--- src/boot_reset_pkg.sv ---
// Constants, types and decode tables shared by the startup controller and its watchdog.
// Assumes a single 50 MHz system clock and strap pads that report both level and float sense.
package boot_reset_pkg;

    // ----------------------------------------------------------------
    // Timing
    // ----------------------------------------------------------------
    localparam int CLK_HZ = 50_000_000;
    localparam int CLK_PERIOD_NS = 20;
    localparam int RESET_HOLD_NS = 1000;
    localparam int RESET_HOLD_CYC = (RESET_HOLD_NS + CLK_PERIOD_NS - 1) / CLK_PERIOD_NS;
    localparam int WDT_TICK_HZ = 32_000;
    localparam int WDT_DIV_CYC = CLK_HZ / WDT_TICK_HZ;
    localparam logic [15:0] WDT_TIMEOUT_RST = 16'hffff;

    // ----------------------------------------------------------------
    // Strap encodings: two bits per pin, float = 2'b10
    // ----------------------------------------------------------------
    localparam logic [1:0] PIN_LOW = 2'h0;
    localparam logic [1:0] PIN_HIGH = 2'h1;
    localparam logic [1:0] PIN_FLOAT = 2'h2;
    localparam logic [5:0] BOOT_KEY_F00 = 6'h20;
    localparam logic [5:0] BOOT_KEY_F01 = 6'h21;
    localparam logic [5:0] BOOT_KEY_F11 = 6'h25;
    localparam logic [5:0] BOOT_KEY_F0F = 6'h22;
    localparam logic [5:0] BOOT_KEY_F1F = 6'h26;
    localparam logic [5:0] BOOT_KEY_1FF = 6'h1a;
    localparam logic [5:0] BOOT_KEY_0F1 = 6'h09;

    localparam logic [2:0] CLK_SEL_XTAL_19M2 = 3'h0;
    localparam logic [2:0] CLK_SEL_IN_19M2 = 3'h4;
    localparam logic [2:0] CLK_SEL_IN_26M = 3'h5;
    localparam logic [2:0] CLK_SEL_IN_38M4 = 3'h6;
    localparam logic [2:0] CLK_SEL_IN_52M = 3'h7;
    localparam int REF_19M2_KHZ = 19_200;
    localparam int REF_26M_KHZ = 26_000;
    localparam int REF_38M4_KHZ = 38_400;
    localparam int REF_52M_KHZ = 52_000;
    localparam int PLL_TARGET_KHZ = 384_000;
    localparam int PLL_FRAC_BITS = 8;

    // ----------------------------------------------------------------
    // Types
    // ----------------------------------------------------------------
    typedef enum logic [2:0] {
        BOOT_NONE, BOOT_SYNC_MUXED, BOOT_ASYNC_MUXED, BOOT_ASYNC_SRAM,
        BOOT_USB, BOOT_I2C, BOOT_SPI
    } boot_src_t;

    typedef enum logic [2:0] {
        REF_INVALID, REF_XTAL_19M2, REF_IN_19M2, REF_IN_26M, REF_IN_38M4, REF_IN_52M
    } ref_sel_t;

    typedef struct packed {
        logic [2:0] level;
        logic [2:0] floating;
    } strap_pins_t;

    typedef struct packed {
        boot_src_t src;
        logic usb_fallback;
        logic invalid;
    } boot_cfg_t;

    typedef struct packed {
        ref_sel_t sel;
        logic [15:0] pll_mult_q8;
        logic invalid;
    } clk_cfg_t;

    typedef struct packed {
        logic enable;
        logic [15:0] timeout;
        logic irq_en;
        logic wake_en;
        logic reset_en;
        logic use_ext_clk;
    } wdt_ctrl_t;

endpackage : boot_reset_pkg

--- src/watchdog_32k.sv ---
// Watchdog counting 32 kHz ticks with interrupt, wakeup and CPU reset on expiry.
// Assumes the external 32 kHz pin is synchronous to clk_i; ticks are taken on its rising edge.
`timescale 1ns/1ps
module watchdog_32k #(
    parameter int DIV_CYC = boot_reset_pkg::WDT_DIV_CYC
) (
    input wire logic clk_i,
    input wire logic rst_i,
    input wire logic clear_i,
    input wire boot_reset_pkg::wdt_ctrl_t ctrl_i,
    input wire logic ext_clk32_i,
    input wire logic kick_i,
    input wire logic standby_i,
    output logic irq_o,
    output logic wake_o,
    output logic cpu_reset_req_o
);
    import boot_reset_pkg::*;

    logic [15:0] div_reg;
    logic ext_prev_reg;
    logic tick;
    logic [15:0] count_reg;
    logic expire;

    // ----------------------------------------------------------------
    // Tick generation
    // ----------------------------------------------------------------
    always_ff @(posedge clk_i or posedge rst_i) begin
        if (rst_i) begin
            div_reg <= 16'h0;
            ext_prev_reg <= 1'b0;
        end else begin
            ext_prev_reg <= ext_clk32_i;
            if (clear_i || div_reg == 16'(DIV_CYC - 1)) begin
                div_reg <= 16'h0;
            end else begin
                div_reg <= div_reg + 16'h1;
            end
        end
    end

    // The tick comes from the external pin or from the internal divider.
    assign tick = ctrl_i.use_ext_clk ? (ext_clk32_i && !ext_prev_reg)
                                     : (div_reg == 16'(DIV_CYC - 1));

    // ----------------------------------------------------------------
    // Counter and expiry
    // ----------------------------------------------------------------
    assign expire = ctrl_i.enable && tick && (count_reg >= ctrl_i.timeout);

    always_ff @(posedge clk_i or posedge rst_i) begin
        if (rst_i) begin
            count_reg <= 16'h0;
        end else if (clear_i || !ctrl_i.enable || kick_i || expire) begin
            count_reg <= 16'h0;
        end else if (tick) begin
            count_reg <= count_reg + 16'h1;
        end
    end

    always_ff @(posedge clk_i or posedge rst_i) begin
        if (rst_i) begin
            irq_o <= 1'b0;
            wake_o <= 1'b0;
            cpu_reset_req_o <= 1'b0;
        end else begin
            irq_o <= expire && ctrl_i.irq_en && !clear_i;
            wake_o <= expire && ctrl_i.wake_en && standby_i && !clear_i;
            cpu_reset_req_o <= expire && ctrl_i.reset_en && !clear_i;
        end
    end

endmodule : watchdog_32k

--- src/boot_reset_clock_select.sv ---
// Startup controller: reset sequencing, strap decoding for boot source and reference clock, watchdog.
// Assumes all pins are synchronous to clk_i and that boot media report done or failure by pulses.
`timescale 1ns/1ps
module boot_reset_clock_select #(
    parameter int HOLD_CYC = boot_reset_pkg::RESET_HOLD_CYC,
    parameter int WDT_DIV = boot_reset_pkg::WDT_DIV_CYC
) (
    input wire logic clk_i,
    input wire logic rst_i,
    input wire logic reset_pin_n_i,
    input wire boot_reset_pkg::strap_pins_t boot_source_strap_i,
    input wire boot_reset_pkg::strap_pins_t ref_clock_select_strap_i,
    input wire logic init_cpu_reset_i,
    input wire logic init_device_reset_i,
    input wire logic boot_done_i,
    input wire logic boot_fail_i,
    input wire boot_reset_pkg::wdt_ctrl_t wdt_ctrl_i,
    input wire logic wdt_kick_i,
    input wire logic ext_clk32_i,
    input wire logic standby_i,
    output logic device_reset_o,
    output logic cpu_reset_o,
    output logic firmware_lost_o,
    output logic boot_start_o,
    output boot_reset_pkg::boot_src_t boot_source_o,
    output logic boot_failed_o,
    output logic running_o,
    output boot_reset_pkg::boot_cfg_t boot_cfg_o,
    output boot_reset_pkg::clk_cfg_t clk_cfg_o,
    output logic wdt_irq_o,
    output logic wdt_wake_o
);
    import boot_reset_pkg::*;

    // ----------------------------------------------------------------
    // Decode functions
    // ----------------------------------------------------------------
    function automatic logic [5:0] strap_key(input strap_pins_t pins);
        logic [5:0] key;
        key = 6'h0;
        for (int i = 0; i < 3; i++) begin
            // A floating pin reads as its own symbol, independent of level.
            key[2*i +: 2] = pins.floating[i] ? PIN_FLOAT : (pins.level[i] ? PIN_HIGH : PIN_LOW);
        end
        return key;
    endfunction : strap_key

    function automatic boot_cfg_t decode_boot(input strap_pins_t pins);
        boot_cfg_t cfg;
        logic [5:0] key;
        key = strap_key(pins);
        cfg.src = BOOT_NONE;
        cfg.usb_fallback = 1'b0;
        cfg.invalid = 1'b0;
        if (key == BOOT_KEY_F00) begin
            cfg.src = BOOT_SYNC_MUXED;
        end else if (key == BOOT_KEY_F01) begin
            cfg.src = BOOT_ASYNC_MUXED;
        end else if (key == BOOT_KEY_F0F) begin
            cfg.src = BOOT_ASYNC_SRAM;
        end else if (key == BOOT_KEY_F11) begin
            cfg.src = BOOT_USB;
        end else if (key == BOOT_KEY_F1F) begin
            cfg.src = BOOT_I2C;
            cfg.usb_fallback = 1'b1;
        end else if (key == BOOT_KEY_1FF) begin
            cfg.src = BOOT_I2C;
        end else if (key == BOOT_KEY_0F1) begin
            cfg.src = BOOT_SPI;
            cfg.usb_fallback = 1'b1;
        end else begin
            cfg.invalid = 1'b1;
        end
        return cfg;
    endfunction : decode_boot

    function automatic logic [15:0] pll_mult(input int ref_khz);
        int q;
        // Rounded ratio of the fixed core target to the reference, in Q8.
        q = ((PLL_TARGET_KHZ << PLL_FRAC_BITS) + ref_khz / 2) / ref_khz;
        return q[15:0];
    endfunction : pll_mult

    function automatic clk_cfg_t decode_clk(input strap_pins_t pins);
        clk_cfg_t cfg;
        cfg.sel = REF_INVALID;
        cfg.pll_mult_q8 = 16'h0;
        cfg.invalid = 1'b0;
        if (pins.floating != 3'h0) begin
            cfg.invalid = 1'b1;
        end else if (pins.level == CLK_SEL_XTAL_19M2) begin
            cfg.sel = REF_XTAL_19M2;
            cfg.pll_mult_q8 = pll_mult(REF_19M2_KHZ);
        end else if (pins.level == CLK_SEL_IN_19M2) begin
            cfg.sel = REF_IN_19M2;
            cfg.pll_mult_q8 = pll_mult(REF_19M2_KHZ);
        end else if (pins.level == CLK_SEL_IN_26M) begin
            cfg.sel = REF_IN_26M;
            cfg.pll_mult_q8 = pll_mult(REF_26M_KHZ);
        end else if (pins.level == CLK_SEL_IN_38M4) begin
            cfg.sel = REF_IN_38M4;
            cfg.pll_mult_q8 = pll_mult(REF_38M4_KHZ);
        end else if (pins.level == CLK_SEL_IN_52M) begin
            cfg.sel = REF_IN_52M;
            cfg.pll_mult_q8 = pll_mult(REF_52M_KHZ);
        end else begin
            cfg.invalid = 1'b1;
        end
        return cfg;
    endfunction : decode_clk

    // ----------------------------------------------------------------
    // Sequencer state
    // ----------------------------------------------------------------
    typedef enum logic [2:0] {
        ST_PIN_RESET, ST_DEV_HOLD, ST_SAMPLE, ST_BOOT_START, ST_BOOT_WAIT,
        ST_RUN, ST_CPU_HOLD, ST_HALT
    } seq_state_t;

    seq_state_t state_reg;
    seq_state_t state_next;
    logic [15:0] hold_reg;
    logic hold_done;
    boot_src_t src_reg;
    logic wdt_reset_req;
    logic wdt_clear;
    boot_cfg_t boot_decoded;

    assign boot_decoded = decode_boot(boot_source_strap_i);
    assign hold_done = (hold_reg == 16'(HOLD_CYC - 1));
    // Watchdog is cleared along with the whole device.
    assign wdt_clear = (state_reg == ST_PIN_RESET) || (state_reg == ST_DEV_HOLD);

    always_comb begin
        state_next = state_reg;
        case (state_reg)
            ST_PIN_RESET: begin
                if (reset_pin_n_i) begin
                    state_next = ST_DEV_HOLD;
                end
            end
            ST_DEV_HOLD: begin
                if (hold_done) begin
                    state_next = ST_SAMPLE;
                end
            end
            ST_SAMPLE: begin
                state_next = ST_BOOT_START;
            end
            ST_BOOT_START: begin
                state_next = (src_reg == BOOT_NONE) ? ST_HALT : ST_BOOT_WAIT;
            end
            ST_BOOT_WAIT: begin
                if (boot_done_i) begin
                    state_next = ST_RUN;
                end else if (boot_fail_i) begin
                    state_next = (boot_cfg_o.usb_fallback && src_reg != BOOT_USB) ? ST_BOOT_START : ST_HALT;
                end
            end
            ST_RUN: begin
                if (init_device_reset_i) begin
                    state_next = ST_DEV_HOLD;
                end else if (init_cpu_reset_i || wdt_reset_req) begin
                    state_next = ST_CPU_HOLD;
                end
            end
            ST_CPU_HOLD: begin
                if (hold_done) begin
                    state_next = ST_RUN;
                end
            end
            ST_HALT: begin
                if (init_device_reset_i) begin
                    state_next = ST_DEV_HOLD;
                end
            end
            default: begin
                state_next = ST_PIN_RESET;
            end
        endcase
        // The reset pin overrides everything.
        if (!reset_pin_n_i) begin
            state_next = ST_PIN_RESET;
        end
    end

    always_ff @(posedge clk_i or posedge rst_i) begin
        if (rst_i) begin
            state_reg <= ST_PIN_RESET;
        end else begin
            state_reg <= state_next;
        end
    end

    always_ff @(posedge clk_i or posedge rst_i) begin
        if (rst_i) begin
            hold_reg <= 16'h0;
        end else if (state_next != state_reg) begin
            hold_reg <= 16'h0;
        end else if ((state_reg == ST_DEV_HOLD || state_reg == ST_CPU_HOLD) && !hold_done) begin
            hold_reg <= hold_reg + 16'h1;
        end
    end

    // ----------------------------------------------------------------
    // Strap capture
    // ----------------------------------------------------------------
    always_ff @(posedge clk_i or posedge rst_i) begin
        if (rst_i) begin
            boot_cfg_o <= '0;
            clk_cfg_o <= '0;
        end else if (state_reg == ST_SAMPLE) begin
            boot_cfg_o <= boot_decoded;
            clk_cfg_o <= decode_clk(ref_clock_select_strap_i);
        end
    end

    // Active source; switches to USB when a fallback-enabled boot fails.
    always_ff @(posedge clk_i or posedge rst_i) begin
        if (rst_i) begin
            src_reg <= BOOT_NONE;
        end else if (state_reg == ST_SAMPLE) begin
            src_reg <= boot_decoded.src;
        end else if (state_reg == ST_BOOT_WAIT && !boot_done_i && boot_fail_i && boot_cfg_o.usb_fallback) begin
            src_reg <= BOOT_USB;
        end
    end

    // ----------------------------------------------------------------
    // Outputs
    // ----------------------------------------------------------------
    always_ff @(posedge clk_i or posedge rst_i) begin
        if (rst_i) begin
            device_reset_o <= 1'b1;
            cpu_reset_o <= 1'b1;
            running_o <= 1'b0;
            boot_start_o <= 1'b0;
            boot_source_o <= BOOT_NONE;
        end else begin
            device_reset_o <= (state_next == ST_PIN_RESET) || (state_next == ST_DEV_HOLD);
            cpu_reset_o <= (state_next != ST_RUN);
            running_o <= (state_next == ST_RUN);
            boot_start_o <= (state_next == ST_BOOT_START);
            boot_source_o <= (state_reg == ST_SAMPLE) ? boot_decoded.src
                : (state_next == ST_BOOT_START && state_reg == ST_BOOT_WAIT) ? BOOT_USB : src_reg;
        end
    end

    // Firmware is lost by any whole-device reset, and never by a CPU-only reset.
    always_ff @(posedge clk_i or posedge rst_i) begin
        if (rst_i) begin
            firmware_lost_o <= 1'b1;
        end else if (state_next == ST_PIN_RESET || state_next == ST_DEV_HOLD) begin
            firmware_lost_o <= 1'b1;
        end else if (state_reg == ST_BOOT_WAIT && state_next == ST_RUN) begin
            firmware_lost_o <= 1'b0;
        end
    end

    always_ff @(posedge clk_i or posedge rst_i) begin
        if (rst_i) begin
            boot_failed_o <= 1'b0;
        end else if (state_next == ST_DEV_HOLD || state_next == ST_PIN_RESET) begin
            boot_failed_o <= 1'b0;
        end else if (state_next == ST_HALT) begin
            boot_failed_o <= 1'b1;
        end
    end

    // ----------------------------------------------------------------
    // Watchdog
    // ----------------------------------------------------------------
    watchdog_32k #(
        .DIV_CYC(WDT_DIV)
    ) u_wdt (
        .clk_i(clk_i),
        .rst_i(rst_i),
        .clear_i(wdt_clear),
        .ctrl_i(wdt_ctrl_i),
        .ext_clk32_i(ext_clk32_i),
        .kick_i(wdt_kick_i),
        .standby_i(standby_i),
        .irq_o(wdt_irq_o),
        .wake_o(wdt_wake_o),
        .cpu_reset_req_o(wdt_reset_req)
    );

endmodule : boot_reset_clock_select

--- config.mk ---
export PLATFORM = sky130hd
export DESIGN_NAME = boot_reset_clock_select
export DESIGN_NICKNAME = d
export VERILOG_FILES = /design/src/boot_reset_pkg.sv /design/src/watchdog_32k.sv /design/src/boot_reset_clock_select.sv
export SDC_FILE = /design/constraint.sdc
export NUM_CORES = 1
export LEC_CHECK = 0
export ABC_AREA = 1
export BUFFER_PORTS_ARGS = -buffer_cell sky130_fd_sc_hd__buf_2
export CORE_UTILIZATION = 33
export CTS_CLUSTER_DIAMETER = 150
export DETAILED_ROUTE_END_ITERATION = 10
export PLACE_DENSITY_LB_ADDON = 0.12
export SLEW_MARGIN = 20
export SYNTH_ARGS = -nofsm -noshare
export SYNTH_HDL_FRONTEND = slang
export SYNTH_SLANG_ARGS = --single-unit
--- constraint.sdc ---
create_clock -name clk_i -period 7.2 [get_ports clk_i]
set_clock_uncertainty 0.15 [all_clocks]
set_input_delay 0.72 -clock clk_i [delete_from_list [all_inputs] [get_ports clk_i]]
set_output_delay 0.72 -clock clk_i [all_outputs]
set_load 0.02 [all_outputs]
==> results of run 1 <==
-- stage by stage --
step	worst slack (ps)	power [W]
floorplan	4200	0.000592
global placement	4500	0.000628
detailed placement	4490	0.000629
CTS	4510	0.00112
global route	4140	0.00115
finish	4520	0.00110
-- cell families (layout without fill, tap and decap cells) --
kind of cell	Yosys count	count (layout)	synth area share, %
compound gates	47	47	5.34
xor+xnor	26	26	4.61
fa+ha+maj	21	21	5.32
buf+inv	117	187	10.3
flops	83	83	42.1
other cells	1	5	0.0759
simple gates	363	363	32.2
-- metal layers --
layer,GRT usage (%),share of wire (%),up-vias
met4,5.53,1.6,0
li1,-,-,2209
met3,3.69,4.0,14
met2,24.4,46,67
met5,0,0,-
met1,20.0,49,1949
-- power breakdown --
part / total, W / internal (W) / switching [W]
Clock: 0.000481 / 0.000282 / 0.000199
Combinational: 0.000121 / 0.0000411 / 0.0000804
Sequential: 0.000497 / 0.000484 / 0.0000128
Total: 0.00110 / 0.000807 / 0.000292
-- critical path: cells and delay by family (launching register included) --
kind | cells | cell delay (ps)
flops | 1 | 500
simple gates | 6 | 1560
xor+xnor | 1 | 160
buf+inv | 1 | 180
-- path summary, 6_finish.rpt --
| check | endpoint | slack (ps) |
|---|---|---|
| worst max-delay path | u_wdt.count_reg[2] | 4520 |
| worst min-delay path | firmware_lost_o | 310 |
| worst max register to register | u_wdt.count_reg[2] | 4520 |
| worst min register to register | firmware_lost_o | 310 |
| max in group asynchronous | u_wdt.count_reg[7] | 5970 |
| min in group asynchronous | running_o | 430 |
-- cells in the mapped netlist (all sizes together) --
library cell / count
nor4: 4
o211ai: 1
nor2: 115
o22ai: 1
nand3: 49
o21a: 5
xor2: 19
dfstp: 3
nor3: 14
a21oi: 16
inv: 97
ha: 21
and3: 1
nand2: 151
a32o: 1
conb: 1
nand4: 23
nor3b: 6
clkbuf: 6
o21ai: 23
xnor2: 7
buf: 14
dfrtp: 80
-- final cells by class --
type                            count  area (µm²)  share of cell area (%)
Timing Repair Buffer               74         377                    6.57
Clock buffer                       10         239                    4.17
Tap cell                          184         230                    4.02
Sequential cell                    83        2080                    36.3
Clock inverter                      6        71.3                    1.25
Inverter                           97         365                    6.38
Multi-Input combinational cell    462        2360                    41.3
==> results.toml, run 1 <==
[outcome]
outcome = "complete, no violations"

[finish]
layout_commonest_cell = "nand2_1"
design_area_mm2 = 0.00573
layoutNonFillerInstCount = 916
fillers = 1522
fin_nets = 791
fin_util_pct = 39.3
drive_gt1_share_pct = 16.3
n_antenna_cell = 0
final_cell_mix = "nand2_1 (148), nor2_1 (101), inv_1 (92)"
synthToLayoutAreaGrowth_pct = 15.9

[synth]
yosys_warnings = 0
synth_area_mm2 = 0.00494
avgSynthCellArea_um2 = 7.51
ys_types = 33
synth_area_leader_cell = "dfrtp_1"
seq_area_frac_synth_pct = 42.1
synthCells = 658
netlist_top_cells_area = "dfrtp_1 (41%), nand2_1 (11%), nor2_1 (7.7%)"
synth-seq-cells = 83
yosys.area.top_type_share_pct = 40.5

[timing]
min_period_ps = 2680
clock.fmax_mhz = 372
period_share_pct = 37.3
drv_slew = 0
worst_pin_slew_ps = 760
hold_ws_ps = 313
maxSlewHeadroom_pct = 49.4
fin_tns_setup_ps = 0
hold_viol = 0
grt_setup_unrepaired = "false"
finalSetupViolations = 0

[run]
maxCapViolations = 0

[placement]
gp_congestion = 0.857
place_hpwl_um = 8270
numPortBuffers = 73
dp.cells = 900
placed_area_mm2 = 0.00541

[worst_hold_path]
min_from = "firmware_lost_o"
hold_depth = 2
hold_path_class = "reg -> reg"

[global_route]
grt_pass1_wl_um = 19300
grt_pass1_vias = 4160
antenna_found_initial = 0
grt.total_usage_pct = 15.3
overflow = 0
grt_max_degree = 84

[worst_setup_path]
r2r_cells = 8
cp_common_cell = "nand2_1"
cp_data_arrival_time_ps = 2760
critPathLaunch = "state_reg[2]"
critPathSlowestCell = "nand2_1"
crit_path_max_fanout = 20
cp.required_ps = 7270
cp-start-kind = "register"
r2r_start = "state_reg[2]"
path_cells = "inv_1, nand2_1, nand2_1, nor2_2, nand2_1, nand2_1, xor2_1, nor2_1"
end_kind = "register"
path_class = "reg -> reg"
worst_path_largest_cell_delay_ps = 550

[clock_tree]
htreeDepth = 3
cts_tree = "yes"
clkLatencyLatePin_ps = 340
cts.sink_count = 83
cts_max_path_buffers = 2
cts_buffers = 9
cts-resized-gates = 0
cts_hold_buf = 0
clk_pin_slew_ps = 60
post_cts_buffers = 0
cts-root-buf = "clkbuf_16"

[power_and_ir_drop]
p_per_area_mw_per_mm2 = 192
vdd.ir_drop.worst_v = 0.000116
leakagePower_nw = 2.91

[route]
viasPerCell = 4.63
first_pass_iters = 4
drc = 0
via_count = 4239
drtIter0Drc = 248
post_drt_wl_per_cell_um = 12.0
ant_nets = 0
drt_wl_total_um = 11000

[die]
ios = 79
start_util_pct = 33.9
coreArea_mm2 = 0.0146
rows = 44
die_h_um = 124
die_w_um = 124
die-area_mm2 = 0.0155
Note: power is estimated with default switching activity, not from simulation.
==> run 2: changes to the inputs <==
==> constraint.sdc (replaced) <==
create_clock -name clk_i -period 2.5 [get_ports clk_i]
set_clock_uncertainty 0.15 [all_clocks]
set_input_delay 0.25 -clock clk_i [delete_from_list [all_inputs] [get_ports clk_i]]
set_output_delay 0.25 -clock clk_i [all_outputs]
set_load 0.02 [all_outputs]
==> results.toml, run 2 (synthesized netlist as in run 1, its figures left out) <==
[outcome]
outcome = "complete, no violations"

[route]
drc = 0
ant_nets = 0
viasPerCell = 4.62
via_count = 4292
post_drt_wl_per_cell_um = 12.3
drt_wl_total_um = 11400
first_pass_iters = 4
drtIter0Drc = 241

[clock_tree]
cts-root-buf = "clkbuf_16"
cts-resized-gates = 0
cts_buffers = 9
cts_max_path_buffers = 2
htreeDepth = 3
clk_pin_slew_ps = 70
post_cts_buffers = 0
cts_tree = "yes"
clkLatencyLatePin_ps = 340
cts.sink_count = 83

[power_and_ir_drop]
pwr-share-seq_pct = 45.4
vdd.ir_drop.worst_v = 0.000335
leakagePower_nw = 2.96
switching_share_pct = 27.0
intPower_w = 0.00230
p_per_area_mw_per_mm2 = 541
p_sw_w = 0.000853
clkPwrFrac_pct = 43.2
p_comb_share_pct = 11.4

[timing]
worst_pin_slew_ps = 577
grt_setup_unrepaired = "false"
drv_slew = 0
finalSetupViolations = 0
maxSlewHeadroom_pct = 61.5
clock.fmax_mhz = 464
period_share_pct = 86.2
fin_tns_setup_ps = 0
min_period_ps = 2150
hold_viol = 0

[placement]
place_hpwl_um = 8540
numPortBuffers = 73
dp.cells = 909
gp_congestion = 0.798

[die]
die_w_um = 124
die_h_um = 124
ios = 79
rows = 44
die-area_mm2 = 0.0155
coreArea_mm2 = 0.0146
start_util_pct = 33.9

[worst_setup_path]
worst_path_largest_cell_delay_ps = 400
cp-start-kind = "register"
end_kind = "register"
cp_data_arrival_time_ps = 2230
crit_path_max_fanout = 15
path_class = "reg -> reg"
cp.required_ps = 2580
cp_common_cell = "nand2_1"
critPathSlowestCell = "dfrtp_1"
critPathBufInv = 3
path_cells = "inv_1, ha_1, nand3_1, nor2_1, nand3_1, nand2_1, inv_2, nand2_1, buf_4, nand4_1, nand2_1, nor2_1"
crit_family = "simple AND/OR/NAND/NOR gates"

[finish]
fillers = 1502
n_antenna_cell = 0
synthToLayoutAreaGrowth_pct = 18.1
layoutNonFillerInstCount = 929
drive_gt1_share_pct = 17.0
final_cell_mix = "nand2_1 (148), nor2_1 (101), inv_1 (92)"
layout_commonest_cell = "nand2_1"
fin_nets = 804

[global_route]
grt_max_degree = 48
grt_pass1_vias = 4189
grt_pass1_wl_um = 19700
overflow = 0
grt.total_usage_pct = 15.8
antenna_found_initial = 0

[worst_hold_path]
hold_path_class = "in -> reg"

[run]
maxCapViolations = 0
run 2: cell count changes in the layout (fill, tap and decap cells not counted), sizes merged:
cell,delta
clkinvlp,+1
buf,+9
dlygate4sd3,+4
inv,-1
run 2: cell type report:
| cell class | count | area, µm² | share of cell area (%) |
|---|---|---|---|
| Multi-Input combinational cell | 462 | 2360 | 40.5 |
| Sequential cell | 83 | 2080 | 35.6 |
| Clock inverter | 6 | 71.3 | 1.22 |
| Inverter | 97 | 368 | 6.30 |
| Tap cell | 184 | 230 | 3.94 |
| Timing Repair Buffer | 87 | 493 | 8.45 |
| Clock buffer | 10 | 229 | 3.92 |
run 2: worst paths after layout:
check,to,slack (ps),from,cells past startpoint
worst max-delay path,u_wdt.count_reg[13],350,u_wdt.div_reg[1],12
max in group asynchronous,device_reset_o,1140,rst_i,4
worst min-delay path,clk_cfg_o[8],20,ref_clock_select_strap_i[4],2
worst min register to register,firmware_lost_o,310,firmware_lost_o,2
min in group asynchronous,u_wdt.div_reg[8],380,rst_i,3
worst max register to register,u_wdt.count_reg[13],350,u_wdt.div_reg[1],12
run 2: per-layer routing:
layer  track usage (%)  wire [µm]  up-vias
li1                  -          -     2233
met1              20.9       5660     1985
met2              24.8       5290       66
met3              3.14        368        8
met4              6.95         85        0
met5                 0          0        -
run 2: power by group through the flow:
stage               Sequential (W)  Clock, W  Combinational [W]
CTS                        0.00143   0.00141           0.000368
global placement           0.00146         0           0.000359
global route               0.00144   0.00146           0.000409
finish                     0.00143   0.00136           0.000361
floorplan                  0.00150         0           0.000206
detailed placement         0.00146         0           0.000362
run 2: repair_timing:
item                                    CTS  global route
endpoints found under the setup margin    0             0
hold buffers                              4             0
endpoints found under the hold margin    26             0
run 2: stage by stage:
step                      util (%)  hold slack (ps)  power [W]  area (µm²)  setup slack, ps
after floorplan                  -              131    0.00171        4960              609
after global placement        37.7              190    0.00181        5500              382
after detailed placement      37.7              193    0.00182        5500              334
after CTS                     40.0             1.23    0.00321        5840              331
after global routing          40.0             17.2    0.00331        5840              102
final                         40.0             17.9    0.00316        5840              346
==> run 3: changes to the inputs <==
--- a/config.mk
+++ b/config.mk
@@ -14,4 +14,5 @@
 export SLEW_MARGIN = 20
 export SYNTH_ARGS = -nofsm -noshare
 export SYNTH_HDL_FRONTEND = slang
+export SYNTH_HIERARCHICAL = 1
 export SYNTH_SLANG_ARGS = --single-unit
==> results.toml, run 3 <==
[outcome]
outcome = "complete, no violations"

[route]
ant_nets = 0
via_count = 4408
first_pass_iters = 4
drc = 0
post_drt_wl_per_cell_um = 11.9
drt_wl_total_um = 11500
viasPerCell = 4.60
drtIter0Drc = 154

[finish]
seqCellArea_mm2 = 0.00208
fin_nets = 834
design_area_mm2 = 0.00586
layoutNonFillerInstCount = 959
final_cell_mix = "nand2_1 (181), nor2_1 (104), inv_1 (104)"
layout_commonest_cell = "nand2_1"
multi_input_area_mm2 = 0.00243
drive_gt1_share_pct = 16.9
n_antenna_cell = 0
synthToLayoutAreaGrowth_pct = 15.5
fillers = 1557

[die]
die-area_mm2 = 0.0159
start_util_pct = 34.4
ios = 79
die_w_um = 126
rows = 44
coreArea_mm2 = 0.0148
die_h_um = 126

[synth]
synth_area_leader_cell = "dfrtp_1"
synth_edf_count = 0
synth_ff_type = "dfrtp_1"
seq_area_frac_synth_pct = 41.0
synth_xor_area_share_pct = 2.42
synth_compound_area_share_pct = 6.44
synthCells = 695
yosys_warnings = 6
synthAdderAreaFrac_pct = 5.18
ys_types = 39
synth_area_mm2 = 0.00507
avgSynthCellArea_um2 = 7.30
yosys.area.top_type_share_pct = 39.5
netlist_top_cells_area = "dfrtp_1 (39%), nand2_1 (13%), inv_1 (7.8%)"
synth.most_common_cell = "nand2_1"
synth_common_cells = "nand2_1 (181), inv_1 (105), nor2_1 (104), dfrtp_1 (80), nand3_1 (46)"
synth-seq-cells = 83
synthMuxAreaShare_pct = 0
async_flop_share_pct = 100
synth_top_family_by_area = "simple AND/OR/NAND/NOR gates"
yosys.area_share.simple_pct = 33.5

[timing]
drv_slew = 0
grt_setup_unrepaired = "false"
hold_ws_ps = 50.4
worst_pin_slew_ps = 532
min_period_ps = 2040
hold_viol = 0
finalSetupViolations = 0
maxSlewHeadroom_pct = 64.4
fin_tns_setup_ps = 0
period_share_pct = 81.7
clock.fmax_mhz = 490

[placement]
numPortBuffers = 73
gp_congestion = 0.885
place_hpwl_um = 8640
placed_area_mm2 = 0.00555
dp.cells = 940

[power_and_ir_drop]
power.total_w = 0.00313
clkPwrFrac_pct = 40.3
vdd.ir_drop.worst_v = 0.000310
intPower_w = 0.00228
pwr-share-seq_pct = 46.5
p_per_area_mw_per_mm2 = 534
leakagePower_nw = 2.99
switching_share_pct = 27.1
p_comb_share_pct = 13.2
p_sw_w = 0.000850

[worst_setup_path]
cp_data_arrival_time_ps = 2110
end_kind = "register"
crit_path_max_fanout = 30
cp-start-kind = "register"
path_class = "reg -> reg"
cp.required_ps = 2570

[clock_tree]
cts_tree = "yes"
cts.sink_count = 83
htreeDepth = 3
clk_pin_slew_ps = 60
cts_hold_buf = 3
clkLatencyLatePin_ps = 340
cts-root-buf = "clkbuf_16"
cts_max_path_buffers = 2
cts_buffers = 9
cts-resized-gates = 0
post_cts_buffers = 0

[global_route]
grt.total_usage_pct = 15.9
overflow = 0
antenna_found_initial = 0
grt_pass1_vias = 4366
grt_max_degree = 48
grt_pass1_wl_um = 20300

[worst_hold_path]
hold_path_class = "in -> reg"

[run]
maxCapViolations = 0
[run 3: per-layer routing]
layer	share of wire, %	GRT usage (%)	vias up	wire length, µm
met3	4.1	3.23	11	468
met4	1.3	6.45	0	144
met5	0	0	-	0
met1	49	20.7	2013	5620
met2	46	26.0	75	5230
li1	-	-	2309	-
[run 3: worst max-delay path: stages, from the launching register on]
cell and delay, ps:
dfrtp_1 440, ha_1 180, nand2_1 50, clkinv_1 50, nand2_2 60, nor2_4 140
nand3_2 110, nand2_2 420, nand3_1 150, nand2_1 120, nor2_2 40
[run 3: power by group through the flow]
stage	logic, W	clock network, W	registers [W]
after global routing	0.000468	0.00138	0.00146
after detailed placement	0.000418	0	0.00148
after global placement	0.000412	0	0.00148
after CTS	0.000422	0.00132	0.00146
final	0.000413	0.00126	0.00146
after floorplan	0.000229	0	0.00154
[run 3: kinds of logic after synthesis]
kind of cell | count (synthesis)
AOI/OAI and AO/OA | 57
xor gates and xnor gates | 14
adders and majority gates | 21
buffers and inverters | 127
DFF | 83
other | 1
and+or+nand+nor | 392
[run 3: final timing paths]
kind	from	to	slack [ps]	cells after the start
hold / removal	wdt_ctrl_i[1]	u_wdt/cpu_reset_req_o	50	3
setup / recovery	u_wdt/div_reg[0]	u_wdt/count_reg[4]	460	10
setup reg to reg	u_wdt/div_reg[0]	u_wdt/count_reg[4]	460	10
min in group asynchronous	rst_i	src_reg[0]	340	4
max in group asynchronous	rst_i	u_wdt/count_reg[11]	1430	4
hold reg to reg	firmware_lost_o	firmware_lost_o	320	2
[run 3: area by class of cell]
| cell class | instances | share of cell area, % |
|---|---|---|
| Clock buffer | 12 | 4.38 |
| Clock inverter | 4 | 0.448 |
| Tap cell | 184 | 3.93 |
| Inverter | 108 | 6.92 |
| Sequential cell | 83 | 35.5 |
| Timing Repair Buffer | 79 | 7.35 |
| Multi-Input combinational cell | 489 | 41.5 |
[run 3: stage by stage]
step           utilization [%]  setup slack [ps]
2_1_floorplan                -               740
4_1_cts                   39.7               439
3_3_place_gp              37.6               482
5_1_grt                   39.7               187
6_report                  39.7               458
3_5_place_dp              37.6               452
